<file path="src/include/pnp_pkg.sv">
// constants for the partner next page status register and its management frame
package pnp_pkg;
    // ----------------------------------------
    // register map
    // ----------------------------------------
    localparam logic [4:0] PARTNER_NEXT_PAGE_OFFSET = 5'h08;
    localparam logic [15:0] PARTNER_NEXT_PAGE_RESET = 16'h0000;
    localparam logic [4:0] PHY_ADDR_DEFAULT = 5'h00;
    // ----------------------------------------
    // field positions
    // ----------------------------------------
    localparam int MORE_PAGES_POS = 15;
    localparam int ACK_POS = 14;
    localparam int MSG_PAGE_POS = 13;
    localparam int ACK2_POS = 12;
    localparam int TOGGLE_POS = 11;
    localparam int CODE_MSB = 10;
    localparam int CODE_LSB = 0;
    // ----------------------------------------
    // frame layout
    // ----------------------------------------
    localparam logic [5:0] PREAMBLE_LEN = 6'h20;
    localparam logic [4:0] HDR_LEN = 5'h0d;
    localparam logic [4:0] DATA_LEN = 5'h10;
    localparam logic [1:0] OP_READ = 2'h2;
    localparam logic [1:0] OP_WRITE = 2'h1;
endpackage

</file>
<file path="src/pnp_sync.sv">
// two-stage synchroniser for pin inputs
`timescale 1ns/1ps
`default_nettype none
module pnp_sync #(
    parameter int WIDTH = 2
) (
    // clock and reset
    input wire logic clk_i,
    input wire logic rst_n_i,
    // data
    input wire logic [WIDTH-1:0] async_i,
    output logic [WIDTH-1:0] sync_o
);
    logic [WIDTH-1:0] meta;

    always_ff @(posedge clk_i or negedge rst_n_i) begin
        if (!rst_n_i) begin
            meta <= '0;
            sync_o <= '0;
        end else begin
            meta <= async_i;
            sync_o <= meta;
        end
    end
endmodule
`default_nettype wire

</file>
<file path="src/partner_next_page_status.sv">
// partner next page status register with its management serial slave
`timescale 1ns/1ps
`default_nettype none
module partner_next_page_status #(
    parameter logic [4:0] PHY_ADDR = pnp_pkg::PHY_ADDR_DEFAULT
) (
    // clock and reset
    input wire logic clk_i,
    input wire logic rst_n_i,
    // management pins
    input wire logic mdc_i,
    input wire logic mdio_i,
    output logic mdio_o,
    output logic mdio_oe_o,
    // received page from arbitration
    input wire logic page_valid_i,
    input wire logic [15:0] page_word_i,
    // status
    output logic toggle_error_o,
    output logic [15:0] page_o
);
    // ----------------------------------------
    // page holding register
    // ----------------------------------------
    logic [15:0] page;
    logic seen_page;
    wire toggle_bad = seen_page &&
        (page_word_i[pnp_pkg::TOGGLE_POS] == page[pnp_pkg::TOGGLE_POS]);

    always_ff @(posedge clk_i or negedge rst_n_i) begin
        if (!rst_n_i) begin
            page <= pnp_pkg::PARTNER_NEXT_PAGE_RESET;
            seen_page <= 1'b0;
            toggle_error_o <= 1'b0;
        end else begin
            toggle_error_o <= page_valid_i && toggle_bad;
            if (page_valid_i) begin
                page <= page_word_i;
                seen_page <= 1'b1;
            end
        end
    end

    // field view of the stored page
    wire more_pages = page[pnp_pkg::MORE_PAGES_POS];
    wire partner_ack = page[pnp_pkg::ACK_POS];
    wire message_page = page[pnp_pkg::MSG_PAGE_POS];
    wire partner_ack2 = page[pnp_pkg::ACK2_POS];
    wire partner_toggle = page[pnp_pkg::TOGGLE_POS];
    wire [10:0] code_field = page[pnp_pkg::CODE_MSB:pnp_pkg::CODE_LSB];
    wire [15:0] read_word = {more_pages, partner_ack, message_page, partner_ack2,
                             partner_toggle, code_field};

    assign page_o = page;

    // ----------------------------------------
    // pin synchronisation and clock edge
    // ----------------------------------------
    logic [1:0] pins_sync;
    logic mdc_last;

    pnp_sync #(
        .WIDTH(2)
    ) u_sync (
        .clk_i(clk_i),
        .rst_n_i(rst_n_i),
        .async_i({mdc_i, mdio_i}),
        .sync_o(pins_sync)
    );

    wire mdc_s = pins_sync[1];
    wire mdio_s = pins_sync[0];
    wire mdc_rise = mdc_s && !mdc_last;

    // ----------------------------------------
    // frame state machine
    // ----------------------------------------
    typedef enum logic [1:0] {
        ST_IDLE,
        ST_HDR,
        ST_TA,
        ST_DATA
    } frame_e;

    frame_e state;
    frame_e next_state;
    logic [5:0] ones;
    logic [4:0] bit_cnt;
    logic [12:0] hdr;
    logic [15:0] shift;
    logic reading;

    // header holds second start bit, opcode, phy address, register address
    wire [12:0] hdr_full = {hdr[11:0], mdio_s};
    wire hdr_done = (bit_cnt == pnp_pkg::HDR_LEN - 5'h01);
    wire start_ok = hdr_full[12];
    wire [1:0] opcode = hdr_full[11:10];
    wire addr_hit = (hdr_full[9:5] == PHY_ADDR) &&
                    (hdr_full[4:0] == pnp_pkg::PARTNER_NEXT_PAGE_OFFSET);
    wire is_read = start_ok && (opcode == pnp_pkg::OP_READ) && addr_hit;
    wire is_write = start_ok && (opcode == pnp_pkg::OP_WRITE);
    wire ta_done = (bit_cnt == 5'h01);
    wire data_done = (bit_cnt == pnp_pkg::DATA_LEN - 5'h01);
    wire preamble_ok = (ones == pnp_pkg::PREAMBLE_LEN);

    always_comb begin
        next_state = state;
        unique case (state)
            ST_IDLE: begin
                if (mdc_rise && !mdio_s && preamble_ok) begin
                    next_state = ST_HDR;
                end
            end
            ST_HDR: begin
                if (mdc_rise && hdr_done) begin
                    next_state = (is_read || is_write) ? ST_TA : ST_IDLE;
                end
            end
            ST_TA: begin
                if (mdc_rise && ta_done) begin
                    next_state = ST_DATA;
                end
            end
            ST_DATA: begin
                if (mdc_rise && data_done) begin
                    next_state = ST_IDLE;
                end
            end
        endcase
    end

    always_ff @(posedge clk_i or negedge rst_n_i) begin
        if (!rst_n_i) begin
            mdc_last <= 1'b0;
            state <= ST_IDLE;
        end else begin
            mdc_last <= mdc_s;
            state <= next_state;
        end
    end

    // bit counter restarts on every state change
    always_ff @(posedge clk_i or negedge rst_n_i) begin
        if (!rst_n_i) begin
            bit_cnt <= 5'h00;
        end else if (mdc_rise) begin
            if (state != next_state) begin
                bit_cnt <= 5'h00;
            end else begin
                bit_cnt <= bit_cnt + 5'h01;
            end
        end
    end

    // preamble ones, saturating at the required run
    wire ones_inc = (state == ST_IDLE) && mdio_s && !preamble_ok;
    wire ones_clr = (state != ST_IDLE) || !mdio_s;

    always_ff @(posedge clk_i or negedge rst_n_i) begin
        if (!rst_n_i) begin
            ones <= 6'h00;
        end else if (mdc_rise) begin
            if (ones_inc) begin
                ones <= ones + 6'h01;
            end else if (ones_clr) begin
                ones <= 6'h00;
            end
        end
    end

    // header capture and read decision
    always_ff @(posedge clk_i or negedge rst_n_i) begin
        if (!rst_n_i) begin
            hdr <= 13'h0000;
            reading <= 1'b0;
        end else if (mdc_rise && state == ST_HDR) begin
            hdr <= hdr_full;
            if (hdr_done) begin
                reading <= is_read; // writes never drive or store
            end
        end
    end

    // ----------------------------------------
    // read data output
    // ----------------------------------------
    // shift register advance, one bit per mdc rise
    function automatic logic [15:0] next_shift(input logic [15:0] s);
        return {s[14:0], 1'b0};
    endfunction

    wire load_word = (state == ST_HDR) && hdr_done;
    wire drive_turn = (state == ST_TA) && !ta_done && reading;
    wire drive_first = (state == ST_TA) && ta_done && reading;
    wire drive_rest = (state == ST_DATA) && !data_done && reading;
    wire drive_bit = drive_first || drive_rest;

    always_ff @(posedge clk_i or negedge rst_n_i) begin
        if (!rst_n_i) begin
            mdio_o <= 1'b1;
            mdio_oe_o <= 1'b0;
            shift <= 16'h0000;
        end else if (mdc_rise) begin
            if (load_word) begin
                mdio_oe_o <= 1'b0;
                shift <= read_word;
            end else if (drive_turn) begin
                mdio_oe_o <= 1'b1;
                mdio_o <= 1'b0;
            end else if (drive_bit) begin
                mdio_o <= shift[15];
                shift <= next_shift(shift);
            end else begin
                mdio_oe_o <= 1'b0;
                mdio_o <= 1'b1;
            end
        end
    end
endmodule
`default_nettype wire

</file>
<file path="config.mk">
export PLATFORM = sky130hd
export DESIGN_NAME = partner_next_page_status
export DESIGN_NICKNAME = d
export VERILOG_FILES = /design/src/include/pnp_pkg.sv /design/src/pnp_sync.sv /design/src/partner_next_page_status.sv
export SDC_FILE = /design/constraint.sdc
export NUM_CORES = 1
export LEC_CHECK = 0
export ABC_AREA = 1
export BUFFER_PORTS_ARGS = -buffer_cell sky130_fd_sc_hd__buf_2
export CELL_PAD_IN_SITES_DETAIL_PLACEMENT = 1
export CELL_PAD_IN_SITES_GLOBAL_PLACEMENT = 1
export CORE_MARGIN = 3
export CORE_UTILIZATION = 47
export DETAILED_ROUTE_END_ITERATION = 16
export HOLD_SLACK_MARGIN = 0.15
export PLACE_DENSITY_LB_ADDON = 0.25
export SYNTH_ARGS = -nofsm -noshare
export SYNTH_HDL_FRONTEND = slang
export SYNTH_SLANG_ARGS = --single-unit
</file>
<file path="constraint.sdc">
create_clock -name clk_i -period 2.5 [get_ports clk_i]
set_clock_uncertainty 0.05 [all_clocks]
set_input_delay 0 -clock clk_i [delete_from_list [all_inputs] [get_ports clk_i]]
set_output_delay 0 -clock clk_i [all_outputs]
set_load 0.05 [all_outputs]
</file>
Word-level counts from Yosys, hierarchy flattened:

Cells that the tools add are included.

* $add $sub $neg: 2
* eq/ne operators: 14
* mux-type cells: 17
* bitwise gates (word level): 1
* reductions and logical operators: 40

Operators with widths (number)
* $mux 16: 3
* $logic_and 1x1->1: 22
* $eq 5x4->1 const B: 3
* $mux 6: 2
* $mux 2: 5
* $pmux 2 s4: 1
* $reduce_and 2->1: 4
* $add 6x1->6 const B: 1
* $eq 2x2->1 const B: 3
* $eq 6x6->1 const B: 1
* $reduce_bool 2->1: 3
* $add 5x1->5 const B: 1
* $eq 5x1->1 const B: 1
* $logic_not 1->1: 5
* $logic_not 5->1: 1
* $mux 1: 5
* $mux 5: 1
* $eq 2x1->1 const B: 2
* $logic_or 1x1->1: 3
* $ne 3x3->1 const B: 1
* $reduce_and 3->1: 1
* $logic_not 2->1: 1
* $ne 2x2->1: 1
* $ne 2x2->1 const B: 1
* other kinds (2): 2

* flip-flop bits (word level): 67
* input bits: 21
* output and inout port bits: 19
* word-level logic and storage cells: 88

Longest topological paths before layout:

Gate-level depths: netlist (run 1).

* word-level depth: 9
* gate-level depth with buffers: 13

Modules after synthesis:

From an unflattened synthesis (run 1), not the netlist that was laid out.

* cell total of the unflattened synthesis: 350
* area, all modules: 3128.0 µm²

Modules (own cells, without submodules)
* partner_next_page_status: instances 1, cells each 346, area each 3027.9 µm², sequential area each 1577.8 µm²
* pnp_sync: instances 1, cells each 4, area each 100.1 µm², sequential area each 100.1 µm²

Least setup slack after synthesis (run 1):

Ideal clock, no wire load.

* kind: register -> register
* start point: register bit_cnt[0]
* end point: register shift[11]
* library setup time: 123 ps
* arrival time: 1474 ps
* data required time: 2327 ps
* setup slack: 853 ps
* cell stages (with the launch flop): 14
* buffers on the path: 1
* clock period less this slack: 1647 ps
* path through: dfrtp_1 > ha_1 > inv_1 > nor2_1 > ha_1 > inv_1 > nand2_1 > nand2_1 > nand2_2 > nand2_2 > nand2_2 > buf_6 > nand2_1 > o21ai_2

* word-level cells in the longest chain between the ends: 7

RTL lines
* from (decl): line partner_next_page_status.sv:88 `logic [4:0] bit_cnt;`
* from (signal assigned): line partner_next_page_status.sv:150 `bit_cnt <= bit_cnt + 5'h01;`
* $eq 5x4->1: line partner_next_page_status.sv:103 `wire data_done = (bit_cnt == pnp_pkg::DATA_LEN - 5'h01);`
* $logic_not 1->1: line partner_next_page_status.sv:195 `wire drive_rest = (state == ST_DATA) && !data_done && reading;`
* $logic_and 1x1->1 (2 in a row): line partner_next_page_status.sv:195
* $logic_or 1x1->1: line partner_next_page_status.sv:196 `wire drive_bit = drive_first || drive_rest;`
* $reduce_bool 2->1 (no line)
* $reduce_and 3->1 (no line)
* to (signal assigned): line partner_next_page_status.sv:206 `shift <= read_word;`
* to (signal assigned): line partner_next_page_status.sv:212 `shift <= next_shift(shift);`
* to (decl): line partner_next_page_status.sv:90 `logic [15:0] shift;`

Several ways; a longest one is shown, not always the timed one.
A chain may end at the register's enable or synchronous reset.

==> results of run 1 <==
==> per-stage QoR <==
| step | worst slack [ns] | utilization |
|---|---|---|
| floorplan | 0.853 | - |
| CTS | 0.333 | 0.635 |
| detailed placement | 0.378 | 0.525 |
| global placement | 0.485 | 0.525 |
| global route | 0.0871 | 0.636 |
| finish | 0.234 | 0.636 |
==> worst max-delay path, stage by stage <==
cell,delay [ns]
dlygate4sd3_1,0.54
buf_2,0.47
nand2_1,0.16
dlygate4sd3_1,0.62
o21ai_0,0.10
dlygate4sd3_1,0.60
==> registers in the layout (all words and copies together) (netlist names), 2 cells and up <==
name and flops:
page_o 16, shift 16, hdr 12, ones 6
bit_cnt 5, state 2, u_sync.meta 2, u_sync.sync_o 2
==> layout by cell type (no fill, tap or decap), types with 3 or more instances in the layout <==
cell type / n
inv_2: 6
o21ai_0: 44
a21oi_1: 5
dlygate4sd3_1: 51
buf_2: 39
o21ai_2: 15
nand4_1: 8
nor2_1: 22
ha_1: 6
dfrtp_1: 66
mux2_4: 5
nand2_1: 86
nor3_1: 4
nand2_2: 3
xor2_1: 4
clkbuf_8: 10
inv_1: 40
nand3_1: 10
o21ai_1: 4
==> power by group through the flow <==
| stage | registers [uW] | logic (uW) | clock network [uW] |
|---|---|---|---|
| 2_1_floorplan | 1320 | 178 | 0 |
| 3_3_place_gp | 1230 | 377 | 0 |
| 3_5_place_dp | 1240 | 388 | 0 |
| 4_1_cts | 1220 | 463 | 924 |
| 5_1_grt | 1230 | 553 | 1000 |
| 6_report | 1220 | 502 | 949 |
==> logic make-up (layout without fill, tap and decap cells) <==
kind of cell,after synthesis,in the layout,share of synthesized area
other,0,1,0
adders and majority gates,6,6,0.0239
and+or+nand+nor,141,141,0.195
buffers and inverters,60,155,0.0863
xor gates and xnor gates,4,4,0.0111
DFF,67,67,0.533
AOI/OAI and AO/OA,68,68,0.126
muxes,5,5,0.0239
==> what timing repair did <==
action	CTS	global route
hold buffers	51	0
setup endpoints to repair	0	6
endpoints found under the hold margin	86	0
resized for setup	0	1
==> routing by layer <==
layer  part of all wire  track usage  up-vias  wire, um
met3              0.046       0.0706       34       493
met1               0.41        0.355     1465      4410
li1                   -            -     1298         -
met4              0.033        0.119        0       357
met2               0.51        0.506       96      5440
met5                  0            0        -         0
==> path summary, 6_finish.rpt <==
kind                                          startpoint                          to  slack, ns  cells past startpoint
worst min register to register  u_sync.meta[1]$_DFF_PN0_  u_sync.sync_o[1]$_DFF_PN0_       0.32                      0
min in group clk_i                                 mdc_i    u_sync.meta[1]$_DFF_PN0_       0.24                      2
worst min-delay path                             rst_n_i      bit_cnt[0]$_DFFE_PN0P_       0.16                      2
worst max register to register    bit_cnt[0]$_DFFE_PN0P_       shift[14]$_DFFE_PN0P_       0.30                     11
worst max-delay path                        page_valid_i      page_o[11]$_DFFE_PN0P_       0.23                      6
max in group asynchronous                        rst_n_i          mdio_o$_DFFE_PN1P_       1.54                      3
==> layout make-up <==
class / instances / area, um^2 / share of cell area
sequential: 67 / 1680 / 0.411
multi-input combinational: 224 / 1200 / 0.294
timing repair buffer: 92 / 733 / 0.179
inverter: 47 / 179 / 0.0438
clock buffer: 12 / 145 / 0.0355
tap: 77 / 96.3 / 0.0236
clock inverter: 4 / 50.0 / 0.0123
antenna: 1 / 2.50 / 0.000613
==> flow_summary.toml, run 1 <==
[timing]
rsz0062_at_grt = "false"
setup_viol = 0
period_minus_slack_ns = 2.27
drv_slew = 0
tightest_slew_ns = 1.05
finalCritPeriodShare = 0.906
hold_viol = 0
timing.hold.ws_ns = 0.156
fin_tns_setup_ns = 0
relSlewSlack = 0.292
max_freq_mhz = 441

[drt]
drt-wirelength-per-cell_um = 20.4
firstDrtPassIters = 4
routed_wl_mm = 10.7
num_vias = 2893
drt-initial-drc-count = 181
route.detailed.drc = 0
antenna_left = 0
via_per_inst = 5.52

[synth]
ys_seq_area_frac = 0.533
synth_area_leader_cell = "dfrtp_1"
yosys.cell_count.top_type = "nand2_1"
ys.flop_type = "dfrtp_1"
syn_inst = 351
synth.distinct_cells = 28
synthArstFlopShare = 1.00
synth_top_area_frac = 0.525
yosysWarnings = 0
syn_area_um2 = 3150
synth-edff-count = 0
synth_seq_cells = 67
syn_avg_cell_area_um2 = 8.96
syn-num-nets = 378
synth_commonest_cells = "nand2_1 (86), dfrtp_1 (66), o21ai_0 (44), inv_1 (40), nor2_1 (22)"
synthTopCellsByArea = "dfrtp_1 (53%), nand2_1 (10%), o21ai_0 (7.0%), inv_1 (4.8%), o21ai_2 (4.2%)"

[power_and_ir_drop]
power_uw = 2680
p_per_area_nw_per_um2 = 655
combPwrFrac = 0.187
clkPwrFrac = 0.355
p_seq_frac = 0.458
netSwitchingFraction = 0.320
power.switching_uw = 857
max-vdd-ir-drop_v = 0.000495
p_int_uw = 1820
p_leak_uw = 0.00201

[global_route]
grt_pass1_vias = 3135
grt_max_degree = 44
grt_use_total = 0.294
globalRouteOverflowTotal = 0
antenna_found_initial = 1
grt_pass1_wl_mm = 16.7

[floorplan]
core_region_area_um2 = 6420
die_y_um = 87.8
dieWidth_um = 87.8
num_rows = 29
start_util = 0.490
die_area_um2 = 7710
ios = 40

[worst_setup_path]
worstPathRequired_ns = 2.73
path_class = "in -> reg"
critPathCaptureType = "register"
critPathArrivalTime_ns = 2.50
cp_max_fo = 32
crit_path_start_kind = "input pin"

[clock_network]
clockBufferDepth = 2
postCtsSetupBuffers = 0
htree_levels = 3
clock_sinks = 67
numCtsBuffers = 9
insertion_delay_ns = 0.36
path_clk_slew_ns = 0.08
cts_tree = "built"
cts-root-buf = "clkbuf_8"

[finish]
fin_area_um2 = 4090
nNetsFinal = 468
drive_gt1_frac = 0.206
num-fill-cells = 735
area_growth_pct = 29.9
final_cell_count_no_fill = 524

[place]
placed_cells = 456
placed_area_um2 = 3370
gp_congestion = 0.853
numPortBuffers = 39
dp_hpwl_mm = 4.87

[flow_run]
max_cap_viol_count = 0

[outcome]
status = "complete, no violations"

[hold_path]
hold_path.class = "in -> async"
Power figures use the tool's default switching activity.
==> run 2, diff against run 1 <==
Settings changed: CTS_CLUSTER_SIZE from default to 12, SKIP_LAST_GASP from default to 1.
Clock period 2.5 ns to 2.9 ns, I/O delays scaled along.
==> flow_summary.toml, run 2 (synthesized netlist as in run 1, its figures left out) <==
[outcome]
status = "complete, no violations"

[finish]
final_cell_count_no_fill = 521
layout_commonest_cell = "nand2_1"
final_cell_mix = "nand2_1 (86), dfrtp_1 (66), dlygate4sd3_1 (49)"
drive_gt1_frac = 0.212
nNetsFinal = 467
num_antenna_cells = 0
area_growth_pct = 28.7

[worst_setup_path]
critPathArrivalTime_ns = 2.41
crit_path_start_kind = "register"
r2r_setup_slack_ns = 0.70
worstPathRequired_ns = 3.12
r2r_end = "shift[7]$_DFFE_PN0P_"
crit_path_end = "shift[7]$_DFFE_PN0P_"
rr_startpoint = "bit_cnt[0]$_DFFE_PN0P_"
critPathCaptureType = "register"
cp_max_fo = 31
reg2reg_depth = 12
critPathLaunch = "bit_cnt[0]$_DFFE_PN0P_"
path_class = "reg -> reg"

[power_and_ir_drop]
power.switching_uw = 749
max-vdd-ir-drop_v = 0.000326
clkPwrFrac = 0.357
netSwitchingFraction = 0.327
p_leak_uw = 0.00199
p_seq_frac = 0.460
p_int_uw = 1540
power_uw = 2290
p_per_area_nw_per_um2 = 565
combPwrFrac = 0.183

[floorplan]
die_y_um = 87.8
start_util = 0.490
die_area_um2 = 7710
core_region_area_um2 = 6420
ios = 40
num_rows = 29
dieWidth_um = 87.8

[global_route]
grt_pass1_vias = 3093
grt_max_degree = 33
grt_pass1_wl_mm = 16.1
antenna_found_initial = 0
globalRouteOverflowTotal = 0
grt_use_total = 0.282

[drt]
drt-wirelength-per-cell_um = 19.3
via_per_inst = 5.35
antenna_left = 0
firstDrtPassIters = 4
route.detailed.drc = 0
routed_wl_mm = 10.0
drt-initial-drc-count = 162
num_vias = 2788

[timing]
relSlewSlack = 0.502
setup_viol = 0
tightest_slew_ns = 0.747
period_minus_slack_ns = 2.20
max_freq_mhz = 455
finalCritPeriodShare = 0.758
fin_tns_setup_ns = 0
drv_slew = 0
hold_viol = 0
rsz0062_at_grt = "false"
timing.hold.ws_ns = 0.202

[clock_network]
clock_sinks = 67
cts.repair.resized = 0
clockBufferDepth = 2
htree_levels = 3
cts_tree = "built"
postCtsSetupBuffers = 0
cts-root-buf = "clkbuf_8"
insertion_delay_ns = 0.35
path_clk_slew_ns = 0.09
numCtsBuffers = 9
ctsHoldBuffers = 49

[hold_path]
hold_path.class = "in -> async"

[place]
numPortBuffers = 39
gp_congestion = 0.831
placed_cells = 457
dp_hpwl_mm = 5.05

[flow_run]
max_cap_viol_count = 0
-- run 2: power groups by stage --
stage	Combinational (uW)	Sequential, uW	Clock (uW)
floorplan	154	1140	0
global placement	328	1060	0
CTS	405	1050	803
finish	419	1050	817
global route	464	1060	862
detailed placement	342	1060	0
-- run 2: worst min path at each step --
stage                 startpoint                       end  slack (ns)
detailed placement       rst_n_i    bit_cnt[3]$_DFFE_PN0P_        0.05
finish                   rst_n_i    bit_cnt[3]$_DFFE_PN0P_        0.20
global route               mdc_i  u_sync.meta[1]$_DFF_PN0_        0.25
global placement         rst_n_i    bit_cnt[3]$_DFFE_PN0P_        0.04
floorplan                rst_n_i    bit_cnt[0]$_DFFE_PN0P_       -0.35
CTS                 page_valid_i     seen_page$_DFFE_PN0P_        0.15
-- run 2: layout make-up --
| cell class | count | area [um^2] |
|---|---|---|
| multi-input combinational | 224 | 1200 |
| timing repair buffer | 91 | 708 |
| sequential | 67 | 1680 |
| tap | 77 | 96.3 |
| clock buffer | 9 | 124 |
| clock inverter | 6 | 66.3 |
| inverter | 47 | 179 |
| fill | 743 | 2370 |
-- run 2: worst max-delay path, stage by stage, from the launching register on --
cell     delay, ns
dfrtp_1       0.44
ha_1          0.20
inv_1         0.05
nor2_1        0.09
ha_1          0.15
inv_1         0.05
nand2_1       0.07
nand2_1       0.06
nand2_2       0.07
nand2_2       0.05
nand2_2       0.51
nand2_1       0.21
o21ai_2       0.11
-- run 2: through the flow --
stage | utilization | setup WS (ns) | area, um^2
after CTS | 0.630 | 0.690 | 4050
after global routing | 0.630 | 0.487 | 4050
final | 0.630 | 0.703 | 4050
after floorplan | - | 1.25 | 3150
after detailed placement | 0.524 | 0.768 | 3370
after global placement | 0.524 | 0.862 | 3370
-- run 2: routing by layer --
layer | routed length, um | vias up | track usage
met5 | 0 | - | 0
met4 | 294 | 0 | 0.119
met3 | 356 | 22 | 0.0640
met2 | 5290 | 78 | 0.494
met1 | 4090 | 1400 | 0.332
li1 | - | 1288 | -
